[src/hw/bdm_pkg.sv]
// constants and command encodings for the background debug command unit
package bdm_pkg;

  ////////////////////////////////////////////////////////////////////////////////
  // serial word and command word layout
  localparam int          WORD_W       = 32;
  localparam int          OP_MSB       = 31;
  localparam int          OP_LSB       = 28;
  localparam int          SIZE_MSB     = 27;
  localparam int          SIZE_LSB     = 26;
  localparam int          REG_MSB      = 3;
  localparam int          REG_LSB      = 0;

  ////////////////////////////////////////////////////////////////////////////////
  // command opcodes
  localparam logic [3:0]  CMD_NOP      = 4'h0;
  localparam logic [3:0]  CMD_RD_DREG  = 4'h1;
  localparam logic [3:0]  CMD_RD_AREG  = 4'h2;
  localparam logic [3:0]  CMD_WR_DREG  = 4'h3;
  localparam logic [3:0]  CMD_WR_AREG  = 4'h4;
  localparam logic [3:0]  CMD_RD_SYS   = 4'h5;
  localparam logic [3:0]  CMD_WR_SYS   = 4'h6;
  localparam logic [3:0]  CMD_READ     = 4'h7;
  localparam logic [3:0]  CMD_WRITE    = 4'h8;
  localparam logic [3:0]  CMD_DUMP     = 4'h9;
  localparam logic [3:0]  CMD_FILL     = 4'ha;
  localparam logic [3:0]  CMD_GO       = 4'hb;
  localparam logic [3:0]  CMD_CALL     = 4'hc;
  localparam logic [3:0]  CMD_RST      = 4'hd;

  ////////////////////////////////////////////////////////////////////////////////
  // operand sizes, register classes, spaces, answers, reset values
  localparam logic [1:0]  SIZE_BYTE    = 2'h0;
  localparam logic [1:0]  SIZE_WORD    = 2'h1;
  localparam logic [1:0]  SIZE_LONG    = 2'h2;
  localparam logic [1:0]  CLASS_DATA   = 2'h0;
  localparam logic [1:0]  CLASS_ADDR   = 2'h1;
  localparam logic [1:0]  CLASS_SYS    = 2'h2;
  localparam logic [2:0]  SPACE_SUPV_DATA = 3'h5;
  localparam logic [31:0] STACK_STEP   = 32'h0000_0004;
  localparam logic [31:0] RESP_NONE    = 32'h0000_0000;
  localparam logic [31:0] RESP_BUSY    = 32'hffff_ffff;

  ////////////////////////////////////////////////////////////////////////////////
  // peripheral reset length in clock cycles
  localparam int          RST_CYCLES   = 512;
  localparam int          RST_CNT_W    = 10;
  localparam logic [9:0]  RST_LOAD     = 10'(RST_CYCLES - 1);

endpackage : bdm_pkg

[src/hw/bdm_link.sv]
// serial word shifter for the debug link, sampled on the system clock
`timescale 1ns/1ns
module bdm_link #(
  parameter int W = bdm_pkg::WORD_W
) (
  // clock and reset
  input  wire logic         clk,
  input  wire logic         rst,
  // link pins
  input  wire logic         dbgClk,
  input  wire logic         dbgIn,
  output logic              dbgOut,
  // word side
  output logic [W-1:0]      rxWord,
  output logic              rxValid,
  input  wire logic [W-1:0] txWord
);

  logic [1:0]          pinSync;
  logic                clkPrev;
  logic                rise;
  logic                fall;
  logic [W-1:0]        rxShift;
  logic [W-1:0]        txShift;
  logic [$clog2(W)-1:0] bitCnt;

  bdm_sync #(.W(2)) pinSyncInst (
    .clk    (clk),
    .rst    (rst),
    .async  ({dbgClk, dbgIn}),
    .synced (pinSync)
  );

  ////////////////////////////////////////////////////////////////////////////////
  // edge finder on the synchronised debug clock
  always_ff @(posedge clk or posedge rst) begin
    if (rst) begin
      clkPrev <= 1'b0;
    end else begin
      clkPrev <= pinSync[1];
    end
  end

  assign rise = pinSync[1] & ~clkPrev;
  assign fall = ~pinSync[1] & clkPrev;

  // receive: sample on rising edge, word done after W bits, msb first
  always_ff @(posedge clk or posedge rst) begin
    if (rst) begin
      rxShift <= '0;
      rxWord  <= '0;
      rxValid <= 1'b0;
      bitCnt  <= '0;
    end else begin
      rxValid <= 1'b0;
      if (rise) begin
        rxShift <= {rxShift[W-2:0], pinSync[0]};
        if (bitCnt == ($clog2(W))'(W - 1)) begin
          rxWord  <= {rxShift[W-2:0], pinSync[0]};
          rxValid <= 1'b1;
          bitCnt  <= '0;
        end else begin
          bitCnt <= bitCnt + 1'b1;
        end
      end
    end
  end

  // transmit: answer loaded at word end, shifted out on falling edges
  always_ff @(posedge clk or posedge rst) begin
    if (rst) begin
      txShift <= '0;
      dbgOut  <= 1'b0;
    end else if (rise && bitCnt == ($clog2(W))'(W - 1)) begin
      txShift <= txWord;
    end else if (fall) begin
      dbgOut  <= txShift[W-1];
      txShift <= {txShift[W-2:0], 1'b0};
    end
  end

endmodule : bdm_link

[src/hw/bdm_sync.sv]
// two-flop synchroniser for levels arriving from outside the clock domain
`timescale 1ns/1ns
module bdm_sync #(
  parameter int W = 1
) (
  // clock and reset
  input  wire logic         clk,
  input  wire logic         rst,
  // levels
  input  wire logic [W-1:0] async,
  output logic      [W-1:0] synced
);

  logic [W-1:0] meta;

  // first stage feeds only the second
  always_ff @(posedge clk or posedge rst) begin
    if (rst) begin
      meta   <= '0;
      synced <= '0;
    end else begin
      meta   <= async;
      synced <= meta;
    end
  end

endmodule : bdm_sync

[src/hw/bdm_unit.sv]
// background debug command unit: decodes host words and drives core, memory and reset
`timescale 1ns/1ns
module bdm_unit (
  // clock and reset
  input  wire logic        clk,
  input  wire logic        rst,
  // debug link pins
  input  wire logic        dbgClk,
  input  wire logic        dbgIn,
  output logic             dbgOut,
  // core status
  input  wire logic        inBackground,
  input  wire logic [31:0] progCounter,
  input  wire logic [31:0] stackPtr,
  input  wire logic [2:0]  srcSpace,
  input  wire logic [2:0]  dstSpace,
  // core register port
  output logic             regReq,
  output logic             regWr,
  output logic [1:0]       regClass,
  output logic [3:0]       regIdx,
  output logic [31:0]      regWdata,
  input  wire logic        regAck,
  input  wire logic [31:0] regRdata,
  // memory port
  output logic             memReq,
  output logic             memWr,
  output logic [31:0]      memAddr,
  output logic [1:0]       memSize,
  output logic [2:0]       memSpace,
  output logic [31:0]      memWdata,
  input  wire logic        memAck,
  input  wire logic [31:0] memRdata,
  // execution control
  output logic             resumePulse,
  output logic             patchCallPulse,
  output logic             periphReset
);

  typedef enum logic [2:0] {
    ST_IDLE,
    ST_ADDR,
    ST_DATA,
    ST_REG,
    ST_MEM
  } bdm_state_t;

  bdm_state_t                  state;
  logic [31:0]                 rxWord;
  logic                        rxValid;
  logic [31:0]                 txWord;
  logic [3:0]                  opcode;
  logic [3:0]                  rxOp;
  logic                        blockValid;
  logic                        rstStart;
  logic [31:0]                 step;
  logic [bdm_pkg::RST_CNT_W-1:0] rstCnt;
  logic                        isRegRd;
  logic                        isRegWr;
  logic [1:0]                  cmdClass;
  logic                        cmdTaken;
  logic                        addrTaken;
  logic                        dataToMem;
  logic                        dataToReg;
  logic                        regDone;
  logic                        memDone;

  bdm_link #(.W(bdm_pkg::WORD_W)) linkInst (
    .clk     (clk),
    .rst     (rst),
    .dbgClk  (dbgClk),
    .dbgIn   (dbgIn),
    .dbgOut  (dbgOut),
    .rxWord  (rxWord),
    .rxValid (rxValid),
    .txWord  (txWord)
  );

  ////////////////////////////////////////////////////////////////////////////////
  // command field and address step for the held operand size
  assign rxOp = rxWord[bdm_pkg::OP_MSB:bdm_pkg::OP_LSB];

  always_comb begin
    unique case (memSize)
      bdm_pkg::SIZE_BYTE: step = 32'h0000_0001;
      bdm_pkg::SIZE_WORD: step = 32'h0000_0002;
      default:            step = 32'h0000_0004;
    endcase
  end

  ////////////////////////////////////////////////////////////////////////////////
  // decode of the received word against the sequencer state
  always_comb begin
    isRegRd   = (rxOp == bdm_pkg::CMD_RD_DREG) || (rxOp == bdm_pkg::CMD_RD_AREG) || (rxOp == bdm_pkg::CMD_RD_SYS);
    isRegWr   = (rxOp == bdm_pkg::CMD_WR_DREG) || (rxOp == bdm_pkg::CMD_WR_AREG) || (rxOp == bdm_pkg::CMD_WR_SYS);
    cmdClass  = bdm_pkg::CLASS_SYS;
    if (rxOp == bdm_pkg::CMD_RD_DREG || rxOp == bdm_pkg::CMD_WR_DREG) begin
      cmdClass = bdm_pkg::CLASS_DATA;
    end else if (rxOp == bdm_pkg::CMD_RD_AREG || rxOp == bdm_pkg::CMD_WR_AREG) begin
      cmdClass = bdm_pkg::CLASS_ADDR;
    end
    // command words that arrive while the core runs are dropped here
    cmdTaken  = rxValid && inBackground && (state == ST_IDLE);
    addrTaken = rxValid && (state == ST_ADDR);
    dataToMem = rxValid && (state == ST_DATA) &&
                (opcode == bdm_pkg::CMD_WRITE || opcode == bdm_pkg::CMD_FILL);
    dataToReg = rxValid && (state == ST_DATA) && !dataToMem;
    regDone   = regAck && (state == ST_REG);
    memDone   = memAck && (state == ST_MEM);
  end

  ////////////////////////////////////////////////////////////////////////////////
  // command sequencer: which word is expected next and whether a block may go on
  always_ff @(posedge clk or posedge rst) begin
    if (rst) begin
      state      <= ST_IDLE;
      opcode     <= bdm_pkg::CMD_NOP;
      blockValid <= 1'b0;
    end else begin
      unique case (state)
        ST_IDLE: begin
          if (cmdTaken) begin
            opcode <= rxOp;
            unique case (rxOp)
              bdm_pkg::CMD_RD_DREG, bdm_pkg::CMD_RD_AREG, bdm_pkg::CMD_RD_SYS: begin
                state <= ST_REG;
              end
              bdm_pkg::CMD_WR_DREG, bdm_pkg::CMD_WR_AREG, bdm_pkg::CMD_WR_SYS: begin
                state <= ST_DATA;
              end
              bdm_pkg::CMD_READ, bdm_pkg::CMD_WRITE: begin
                state <= ST_ADDR;
              end
              bdm_pkg::CMD_DUMP: begin
                if (blockValid) begin
                  state <= ST_MEM;
                end
              end
              bdm_pkg::CMD_FILL: begin
                if (blockValid) begin
                  state <= ST_DATA;
                end
              end
              bdm_pkg::CMD_CALL: begin
                // the stacking write breaks any block in progress
                blockValid <= 1'b0;
                state      <= ST_MEM;
              end
              bdm_pkg::CMD_GO, bdm_pkg::CMD_RST: begin
                // strobes only, no operand follows
                state <= ST_IDLE;
              end
              default: begin
                // no operation and unknown codes leave state, opcode and blockValid alone
                opcode <= opcode;
              end
            endcase
          end
        end
        ST_ADDR: begin
          if (addrTaken) begin
            state <= (opcode == bdm_pkg::CMD_READ) ? ST_MEM : ST_DATA;
          end
        end
        ST_DATA: begin
          if (dataToMem) begin
            state <= ST_MEM;
          end else if (dataToReg) begin
            state <= ST_REG;
          end
        end
        ST_REG: begin
          if (regDone) begin
            state <= ST_IDLE;
          end
        end
        ST_MEM: begin
          if (memDone) begin
            if (opcode != bdm_pkg::CMD_CALL) begin
              blockValid <= 1'b1;
            end
            state <= ST_IDLE;
          end
        end
      endcase
    end
  end

  ////////////////////////////////////////////////////////////////////////////////
  // core register port: request stands with its qualifiers until the core answers
  always_ff @(posedge clk or posedge rst) begin
    if (rst) begin
      regReq   <= 1'b0;
      regWr    <= 1'b0;
      regClass <= bdm_pkg::CLASS_DATA;
      regIdx   <= 4'h0;
      regWdata <= 32'h0000_0000;
    end else if (cmdTaken) begin
      regIdx <= rxWord[bdm_pkg::REG_MSB:bdm_pkg::REG_LSB];
      if (isRegRd || isRegWr) begin
        regClass <= cmdClass;
      end
      if (isRegRd) begin
        regReq <= 1'b1;
        regWr  <= 1'b0;
      end
    end else if (dataToReg) begin
      regWdata <= rxWord;
      regWr    <= 1'b1;
      regReq   <= 1'b1;
    end else if (regDone) begin
      regReq <= 1'b0;
    end
  end

  ////////////////////////////////////////////////////////////////////////////////
  // memory port: address, space and data set up with the request, held to the answer
  always_ff @(posedge clk or posedge rst) begin
    if (rst) begin
      memReq   <= 1'b0;
      memWr    <= 1'b0;
      memAddr  <= 32'h0000_0000;
      memSize  <= bdm_pkg::SIZE_BYTE;
      memSpace <= 3'h0;
      memWdata <= 32'h0000_0000;
    end else if (cmdTaken) begin
      if (rxOp == bdm_pkg::CMD_READ || rxOp == bdm_pkg::CMD_WRITE) begin
        memSize <= rxWord[bdm_pkg::SIZE_MSB:bdm_pkg::SIZE_LSB];
      end
      if (rxOp == bdm_pkg::CMD_DUMP && blockValid) begin
        memAddr  <= memAddr + step;
        memWr    <= 1'b0;
        memSpace <= srcSpace;
        memReq   <= 1'b1;
      end
      if (rxOp == bdm_pkg::CMD_CALL) begin
        memAddr  <= stackPtr - bdm_pkg::STACK_STEP;
        memWdata <= progCounter;
        memSize  <= bdm_pkg::SIZE_LONG;
        memSpace <= bdm_pkg::SPACE_SUPV_DATA;
        memWr    <= 1'b1;
        memReq   <= 1'b1;
      end
    end else if (addrTaken) begin
      memAddr <= rxWord;
      if (opcode == bdm_pkg::CMD_READ) begin
        memWr    <= 1'b0;
        memSpace <= srcSpace;
        memReq   <= 1'b1;
      end
    end else if (dataToMem) begin
      if (opcode == bdm_pkg::CMD_FILL) begin
        memAddr <= memAddr + step;
      end
      memWdata <= rxWord;
      memWr    <= 1'b1;
      memSpace <= dstSpace;
      memReq   <= 1'b1;
    end else if (memDone) begin
      memReq <= 1'b0;
    end
  end

  ////////////////////////////////////////////////////////////////////////////////
  // answer word: busy while a read runs, then its data; a finished read beats the clear
  always_ff @(posedge clk or posedge rst) begin
    if (rst) begin
      txWord <= bdm_pkg::RESP_NONE;
    end else if (regDone && !regWr) begin
      txWord <= regRdata;
    end else if (memDone && !memWr) begin
      txWord <= memRdata;
    end else if (cmdTaken && (isRegRd || (rxOp == bdm_pkg::CMD_DUMP && blockValid))) begin
      txWord <= bdm_pkg::RESP_BUSY;
    end else if (addrTaken && opcode == bdm_pkg::CMD_READ) begin
      txWord <= bdm_pkg::RESP_BUSY;
    end else if (rxValid) begin
      // the shifter has just taken the answer, so it goes out once only
      txWord <= bdm_pkg::RESP_NONE;
    end
  end

  ////////////////////////////////////////////////////////////////////////////////
  // one-cycle execution control strobes
  always_ff @(posedge clk or posedge rst) begin
    if (rst) begin
      resumePulse    <= 1'b0;
      patchCallPulse <= 1'b0;
      rstStart       <= 1'b0;
    end else begin
      resumePulse    <= cmdTaken && (rxOp == bdm_pkg::CMD_GO);
      patchCallPulse <= memDone && (opcode == bdm_pkg::CMD_CALL);
      rstStart       <= cmdTaken && (rxOp == bdm_pkg::CMD_RST);
    end
  end

  ////////////////////////////////////////////////////////////////////////////////
  // peripheral reset stretcher, core reset is never touched
  always_ff @(posedge clk or posedge rst) begin
    if (rst) begin
      rstCnt      <= '0;
      periphReset <= 1'b0;
    end else if (rstStart) begin
      rstCnt      <= bdm_pkg::RST_LOAD;
      periphReset <= 1'b1;
    end else if (periphReset) begin
      if (rstCnt == '0) begin
        periphReset <= 1'b0;
      end else begin
        rstCnt <= rstCnt - 1'b1;
      end
    end
  end

endmodule : bdm_unit
[config.mk]
export PLATFORM = sky130hd
export DESIGN_NAME = bdm_unit
export DESIGN_NICKNAME = d
export VERILOG_FILES = /design/src/hw/bdm_pkg.sv /design/src/hw/bdm_link.sv /design/src/hw/bdm_sync.sv /design/src/hw/bdm_unit.sv
export SDC_FILE = /design/constraint.sdc
export NUM_CORES = 1
export LEC_CHECK = 0
export ABC_AREA = 1
export BUFFER_PORTS_ARGS = -buffer_cell sky130_fd_sc_hd__buf_4
export CORE_ASPECT_RATIO = 1.2
export CORE_UTILIZATION = 55
export CTS_CLUSTER_DIAMETER = 30
export DETAILED_ROUTE_END_ITERATION = 16
export PLACE_DENSITY = 0.83
export SETUP_SLACK_MARGIN = 0.05
export SYNTH_ARGS = -nofsm -noshare
export SYNTH_HDL_FRONTEND = slang
export SYNTH_HIERARCHICAL = 1
export SYNTH_SLANG_ARGS = --single-unit
export TNS_END_PERCENT = 10
[constraint.sdc]
create_clock -name clk -period 11.64 [get_ports clk]
set_input_delay 2.328 -clock clk [delete_from_list [all_inputs] [get_ports clk]]
set_output_delay 2.328 -clock clk [all_outputs]
set_load 0.005 [all_outputs]
* Word-level counts from Yosys, hierarchy flattened
Cells that the tools add are included.
** Storage, ports and cells
- Bits in registers :: 272
- Output and inout bits :: 115
- Bits of input ports :: 141
** Cells by class
- Mux-type cells :: 73
- Bitwise gates (word level) :: 6
- Eq/ne operators :: 40
- Add/subtract/negate cells :: 4
- Reduce and logical (&&, ||, !) cells :: 64
** Operators by type and width (number)
- 32-bit two-way mux :: 17
- 3-bit two-way mux :: 15
- 4-bit equality test (second input constant) :: 9
- 32-bit adder :: 1
- 32-bit by 3-bit subtractor with 32-bit output (second input constant) :: 1
- 10-bit two-way mux :: 3
- 1-bit two-way mux :: 29
- 3-bit one-hot mux with 7 select lines :: 1
- 4-bit by 3-bit equality test with 1-bit output (second input constant) :: 5
- 1-bit logical AND :: 17
- 2-bit AND reduction :: 8
- 3-bit one-hot mux with 5 select lines :: 1
- 3-bit AND reduction :: 5
- 2-bit != test (second input constant) :: 7
- 13-bit OR reduction :: 1
- 2-bit nonzero test :: 6
- 10-bit zero test :: 1
- 1-bit logical OR :: 10
- 10-bit by 1-bit subtractor with 10-bit output (second input constant) :: 1
- 3-bit != test (second input constant) :: 3
- 3-bit nonzero test :: 3
- 4-bit by 2-bit equality test with 1-bit output (second input constant) :: 2
- 2-bit two-way mux :: 4
- 8-bit by 1-bit != test with 1-bit output (second input constant) :: 1
- 25 further kinds :: 36

* Logic depth before layout (Yosys ltp)
- Depth in word-level cells :: 8
- Depth in mapped cells :: 14
- Gate-level depth less buffers :: 14

* By module
The synthesis kept the hierarchy.
** Modules (own cells, without submodules)
- bdm_unit :: seq. area each 4129.0 um2, cells each 1383, instances 1, area each 9515.4 um2
- bdm_link :: seq. area each 2577.5 um2, cells each 450, instances 1, area each 4100.2 um2
- bdm_sync :: seq. area each 100.1 um2, cells each 5, instances 1, area each 103.8 um2

* Worst setup path before layout
Ideal clock, no wire load.
- Path type :: in2reg
- From :: input port stackPtr[2]
- To :: register memAddr[20]
- Library setup time :: 119 ps
- Path slack :: 7979 ps
- Stages on the path :: 9
- Data arrival time :: 3542 ps
- Buffers on the path :: 0
- Required time :: 11521 ps
- Cells stage by stage :: inv_1 -> ha_1 -> nand2_1 -> nor2_1 -> nand3_1 -> o21ai_0 -> o21ai_0 -> a21oi_1 -> nand2_1
** Between the ends
- Cells in the longest elaborated chain, start to end :: 3
** Ends and longest elaborated chain
- from (decl) :: line bdm_unit.sv:14 : input wire logic [31:0] stackPtr,
- 32-bit by 3-bit subtractor with 32-bit output :: line bdm_unit.sv:237 : memAddr <= stackPtr - bdm_pkg::STACK_STEP;
- 32-bit two-way mux :: line bdm_unit.sv:236 : if (rxOp == bdm_pkg::CMD_CALL) begin
- 32-bit two-way mux :: line bdm_unit.sv:226 : end else if (cmdTaken) begin
- to (signal assigned) :: line bdm_unit.sv:231 : memAddr <= memAddr + step;
- to (signal assigned) :: line bdm_unit.sv:237
- to (signal assigned) :: line bdm_unit.sv:245 : memAddr <= rxWord;
- to (decl) :: line bdm_unit.sv:28 : output logic [31:0] memAddr,
No other way between the ends.
A chain may end at the register's enable or synchronous reset.

* Worst setup path after layout
- From :: input port inBackground
- To :: register memWdata[12]
** Between the ends
- Cells in the longest elaborated chain, start to end :: 4
- Elaborated cells on any way between the ends :: 7
- Those cells by class :: 2 x eq/ne; 1 x mux; 4 x reduce/logical
** Ends and longest elaborated chain
- from (decl) :: line bdm_unit.sv:12 : input wire logic inBackground,
- 1-bit logical AND (*) (2 in series) :: line bdm_unit.sv:103 : cmdTaken = rxValid && inBackground && (state == ST_IDLE);
- 2-bit by 1-bit != test with 1-bit output (no source line), or another cell as far along
- 3-bit AND reduction (no source line)
- to (signal assigned) :: line bdm_unit.sv:238 : memWdata <= progCounter;
- to (signal assigned) :: line bdm_unit.sv:255 : memWdata <= rxWord;
- to (decl) :: line bdm_unit.sv:31 : output logic [31:0] memWdata,
Mark *: on every way between the ends. The rest lies on a longest branch, timed or not.

==> flow_summary.yaml <==
synthesis:
  synthCells: 1838
  syn_avg_cell_area_um2: 7.46
  synth-seq-cells: 272
  syn-num-nets: 1987
  yosysWarnings: 6
  netlist_area_um2: 13700
  yosysUniqueCellTypes: 41
  ys_seq_area_frac: 0.496
sta:
  fin_hold_ws_ns: 0.349
  rsz0062_at_grt: "no"
  hold_violations: 0
  max_slew_margin: 0.306
  drv_slew: 0
  post-route-min-period_ns: 4.99
  fmaxAchievable_mhz: 201
  finalCritPeriodShare: 0.428
  setup_tns_ns: 0
  setup_viol: 0
  skew_ns: 0.0204
  tightest_slew_ns: 1.04
clocking:
  postCtsSetupRepairBufs: 0
  cts_buffer_depth: 3
  clock_latency_ns: 0.53
  cts_tree: "built"
  cts-resized-gates: 0
  cts_made_buffers: 44
  cts.clk_slew.worst_paths_ns: 0.06
  cts.sinks: 272
  h-tree-depth: 2
  cts_hold_buf: 0
  root_buffer: "clkbuf_16"
grt:
  grt_overflow: 0
  grt_pass1_vias: 13200
  grt.total_usage: 0.339
  grt_pass1_wl_um: 68200
  antenna_found_initial: 0
  grt_max_degree: 91
worst_setup_path:
  crit_family: "simple AND/OR/NAND/NOR gates"
  cp_num_buf_inv: 3
  path_cells: "buf_4, nand2_1, nor2_4, nand2_2, inv_2, nor2_1, inv_2, nor2_1, a31oi_1"
  critPathSlowestCell: "inv_2"
  max_stage_delay_ns: 0.77
  critPathMaxFanout: 64
  crit_path_start_kind: "input pin"
  criticalPathCategory: "input pin to register"
  critPathRequiredTime_ns: 12.07
  worstPathArrival_ns: 5.42
  crit_path_end_kind: "register"
layout:
  fin_util: 0.718
  nFillCells: 1971
  n_antenna_cell: 0
  final_nets: 2227
  syn_to_final_growth_pct: 26.6
  drive_above_1_share: 0.179
pwr:
  p_sw_frac: 0.282
  comb_power_share: 0.149
  p_seq_frac: 0.394
  max-vdd-ir-drop_v: 0.000156
  clkPwrFrac: 0.458
  internal_power_mw: 2.07
  pwr_density_cell_nw_per_um2: 166
  finalPower_mw: 2.88
  switchingPower_mw: 0.813
  leakagePower_nw: 8.68
run_status:
  status: "finished clean"
floorplanning:
  start_util: 0.567
  coreArea_um2: 24200
  die_area_um2: 25600
  rows: 62
  die_width_um: 146
  die_h_um: 175
  io_pins: 256
drt:
  ant_nets: 0
  drc: 0
  vias_per_cell: 5.58
  dr.pass1.iters: 8
  vias: 13600
  wire_per_inst_um: 17.5
  drt_iter0_markers: 1235
  wl_um: 42500
placed_design:
  dp_hpwl_um: 30400
  routabilityCongestion: 0.979
  io_buffer_count: 255
run:
  cap_violations: 0
min_path:
  hold_class: "register to register"
[final timing paths]
path,start,slack [ns],cells past startpoint,to
setup / recovery,inBackground,6.65,9,memWdata[12]
hold / removal,linkInst/pinSyncInst/meta[0],0.35,0,linkInst/pinSyncInst/synced[0]
setup reg to reg,state[1],7.88,9,memWdata[12]
hold reg to reg,linkInst/pinSyncInst/meta[0],0.35,0,linkInst/pinSyncInst/synced[0]
max in group asynchronous,rst,8.07,3,regWdata[8]
min in group asynchronous,rst,1.73,2,linkInst/pinSyncInst/meta[1]
[routing by layer]
layer | GRT usage | wire (µm) | share of wire | vias up
met4 | 0.147 | 1770 | 0.042 | 0
met1 | 0.429 | 16300 | 0.38 | 6362
met3 | 0.0700 | 3870 | 0.091 | 119
li1 | - | - | - | 6430
met2 | 0.563 | 20600 | 0.48 | 670
met5 | 0 | 0 | 0 | -
[cell type report]
cell class,count,area (µm²),area share
well taps,320,400,0.0231
clock inverters,29,319,0.0184
repair buffers,268,2010,0.116
inverters,171,649,0.0374
multi-input cells,1321,5970,0.344
clock buffers,53,1210,0.0695
flip-flops and latches,272,6810,0.392
[layout by cell type (no fill, tap or decap), drive strengths merged]
cell type	Yosys	final
a21boi	2	2
a21oi	54	54
a221oi	1	1
a22oi	5	5
a31oi	35	35
and2	1	1
buf	30	268
bufinv	0	4
clkbuf	44	53
clkinv	2	14
clkinvlp	0	6
dfrtp	272	272
fa	1	1
ha	7	7
inv	169	176
nand2	615	615
nand3	177	177
nand3b	2	2
nand4	17	17
nor2	200	200
nor3	19	19
nor4	2	2
o211ai	6	6
o21a	3	3
o21ai	136	136
o21bai	7	7
o221ai	4	4
o22ai	6	6
o31ai	1	1
or2	3	3
xnor2	5	5
xor2	12	12
[power by group through the flow]
| stage | combinational, mW | sequential (mW) | clock (mW) |
|---|---|---|---|
| global route | 0.489 | 1.15 | 1.38 |
| finish | 0.428 | 1.13 | 1.32 |
| global placement | 0.412 | 1.14 | 0 |
| floorplan | 0.284 | 1.13 | 0 |
| detailed placement | 0.420 | 1.15 | 0 |
| CTS | 0.429 | 1.13 | 1.33 |
[sequential cells by signal, indices dropped and copies added (netlist names), 2 cells and up]
register and count:
memWdata 32, memSize 2, linkInst/pinSyncInst/meta 2, opcode 4, linkInst/bitCnt 5, regIdx 4
linkInst/txShift 32, linkInst/pinSyncInst/synced 2, memAddr 32, linkInst/rxShift 31, txWord 32, regWdata 32
state 3, rstCnt 10, regClass 2, linkInst/rxWord 32, memSpace 3
[synthesized netlist by cell type, drive strengths merged]
| master | n | area share |
|---|---|---|
| or2 | 3 | 0.0014 |
| nand2 | 615 | 0.17 |
| o21a | 3 | 0.0016 |
| a221oi | 1 | 0.00064 |
| nor3 | 19 | 0.0085 |
| a31oi | 35 | 0.016 |
| xnor2 | 5 | 0.0032 |
| nor4 | 2 | 0.00091 |
| o22ai | 6 | 0.0027 |
| fa | 1 | 0.0015 |
| nand3b | 2 | 0.0011 |
| nand4 | 17 | 0.0082 |
| o21ai | 136 | 0.050 |
| a21boi | 2 | 0.0011 |
| clkbuf | 44 | 0.012 |
| nor2 | 200 | 0.057 |
| o21bai | 7 | 0.0038 |
| and2 | 1 | 0.00046 |
| o211ai | 6 | 0.0033 |
| xor2 | 12 | 0.0077 |
| a21oi | 54 | 0.020 |
| ha | 7 | 0.0064 |
| nand3 | 177 | 0.065 |
| dfrtp | 272 | 0.50 |
| buf | 30 | 0.011 |
| inv | 169 | 0.046 |
| o31ai | 1 | 0.00055 |
| o221ai | 4 | 0.0026 |
| clkinv | 2 | 0.00055 |
| a22oi | 5 | 0.0027 |
[metrics by stage]
step | std cells | cell area, µm² | setup WS, ns
2_1_floorplan | 1838 | 13700 | 4.85
3_3_place_gp | 2352 | 15800 | 6.38
3_5_place_dp | 2352 | 15800 | 6.23
4_1_cts | 2434 | 17400 | 6.75
5_1_grt | 2434 | 17400 | 6.35
6_report | 2434 | 17400 | 6.65
[logic make-up (layout without fill, tap and decap cells)]
logic type      Yosys count  count (layout)  share of synthesized area
simple gates           1036            1036                      0.311
xor+xnor                 17              17                     0.0109
flops                   272             272                      0.496
compound gates          260             260                      0.105
fa+ha+maj                 8               8                    0.00784
buf+inv                 245             521                     0.0698
Power figures use the tool's default switching activity.
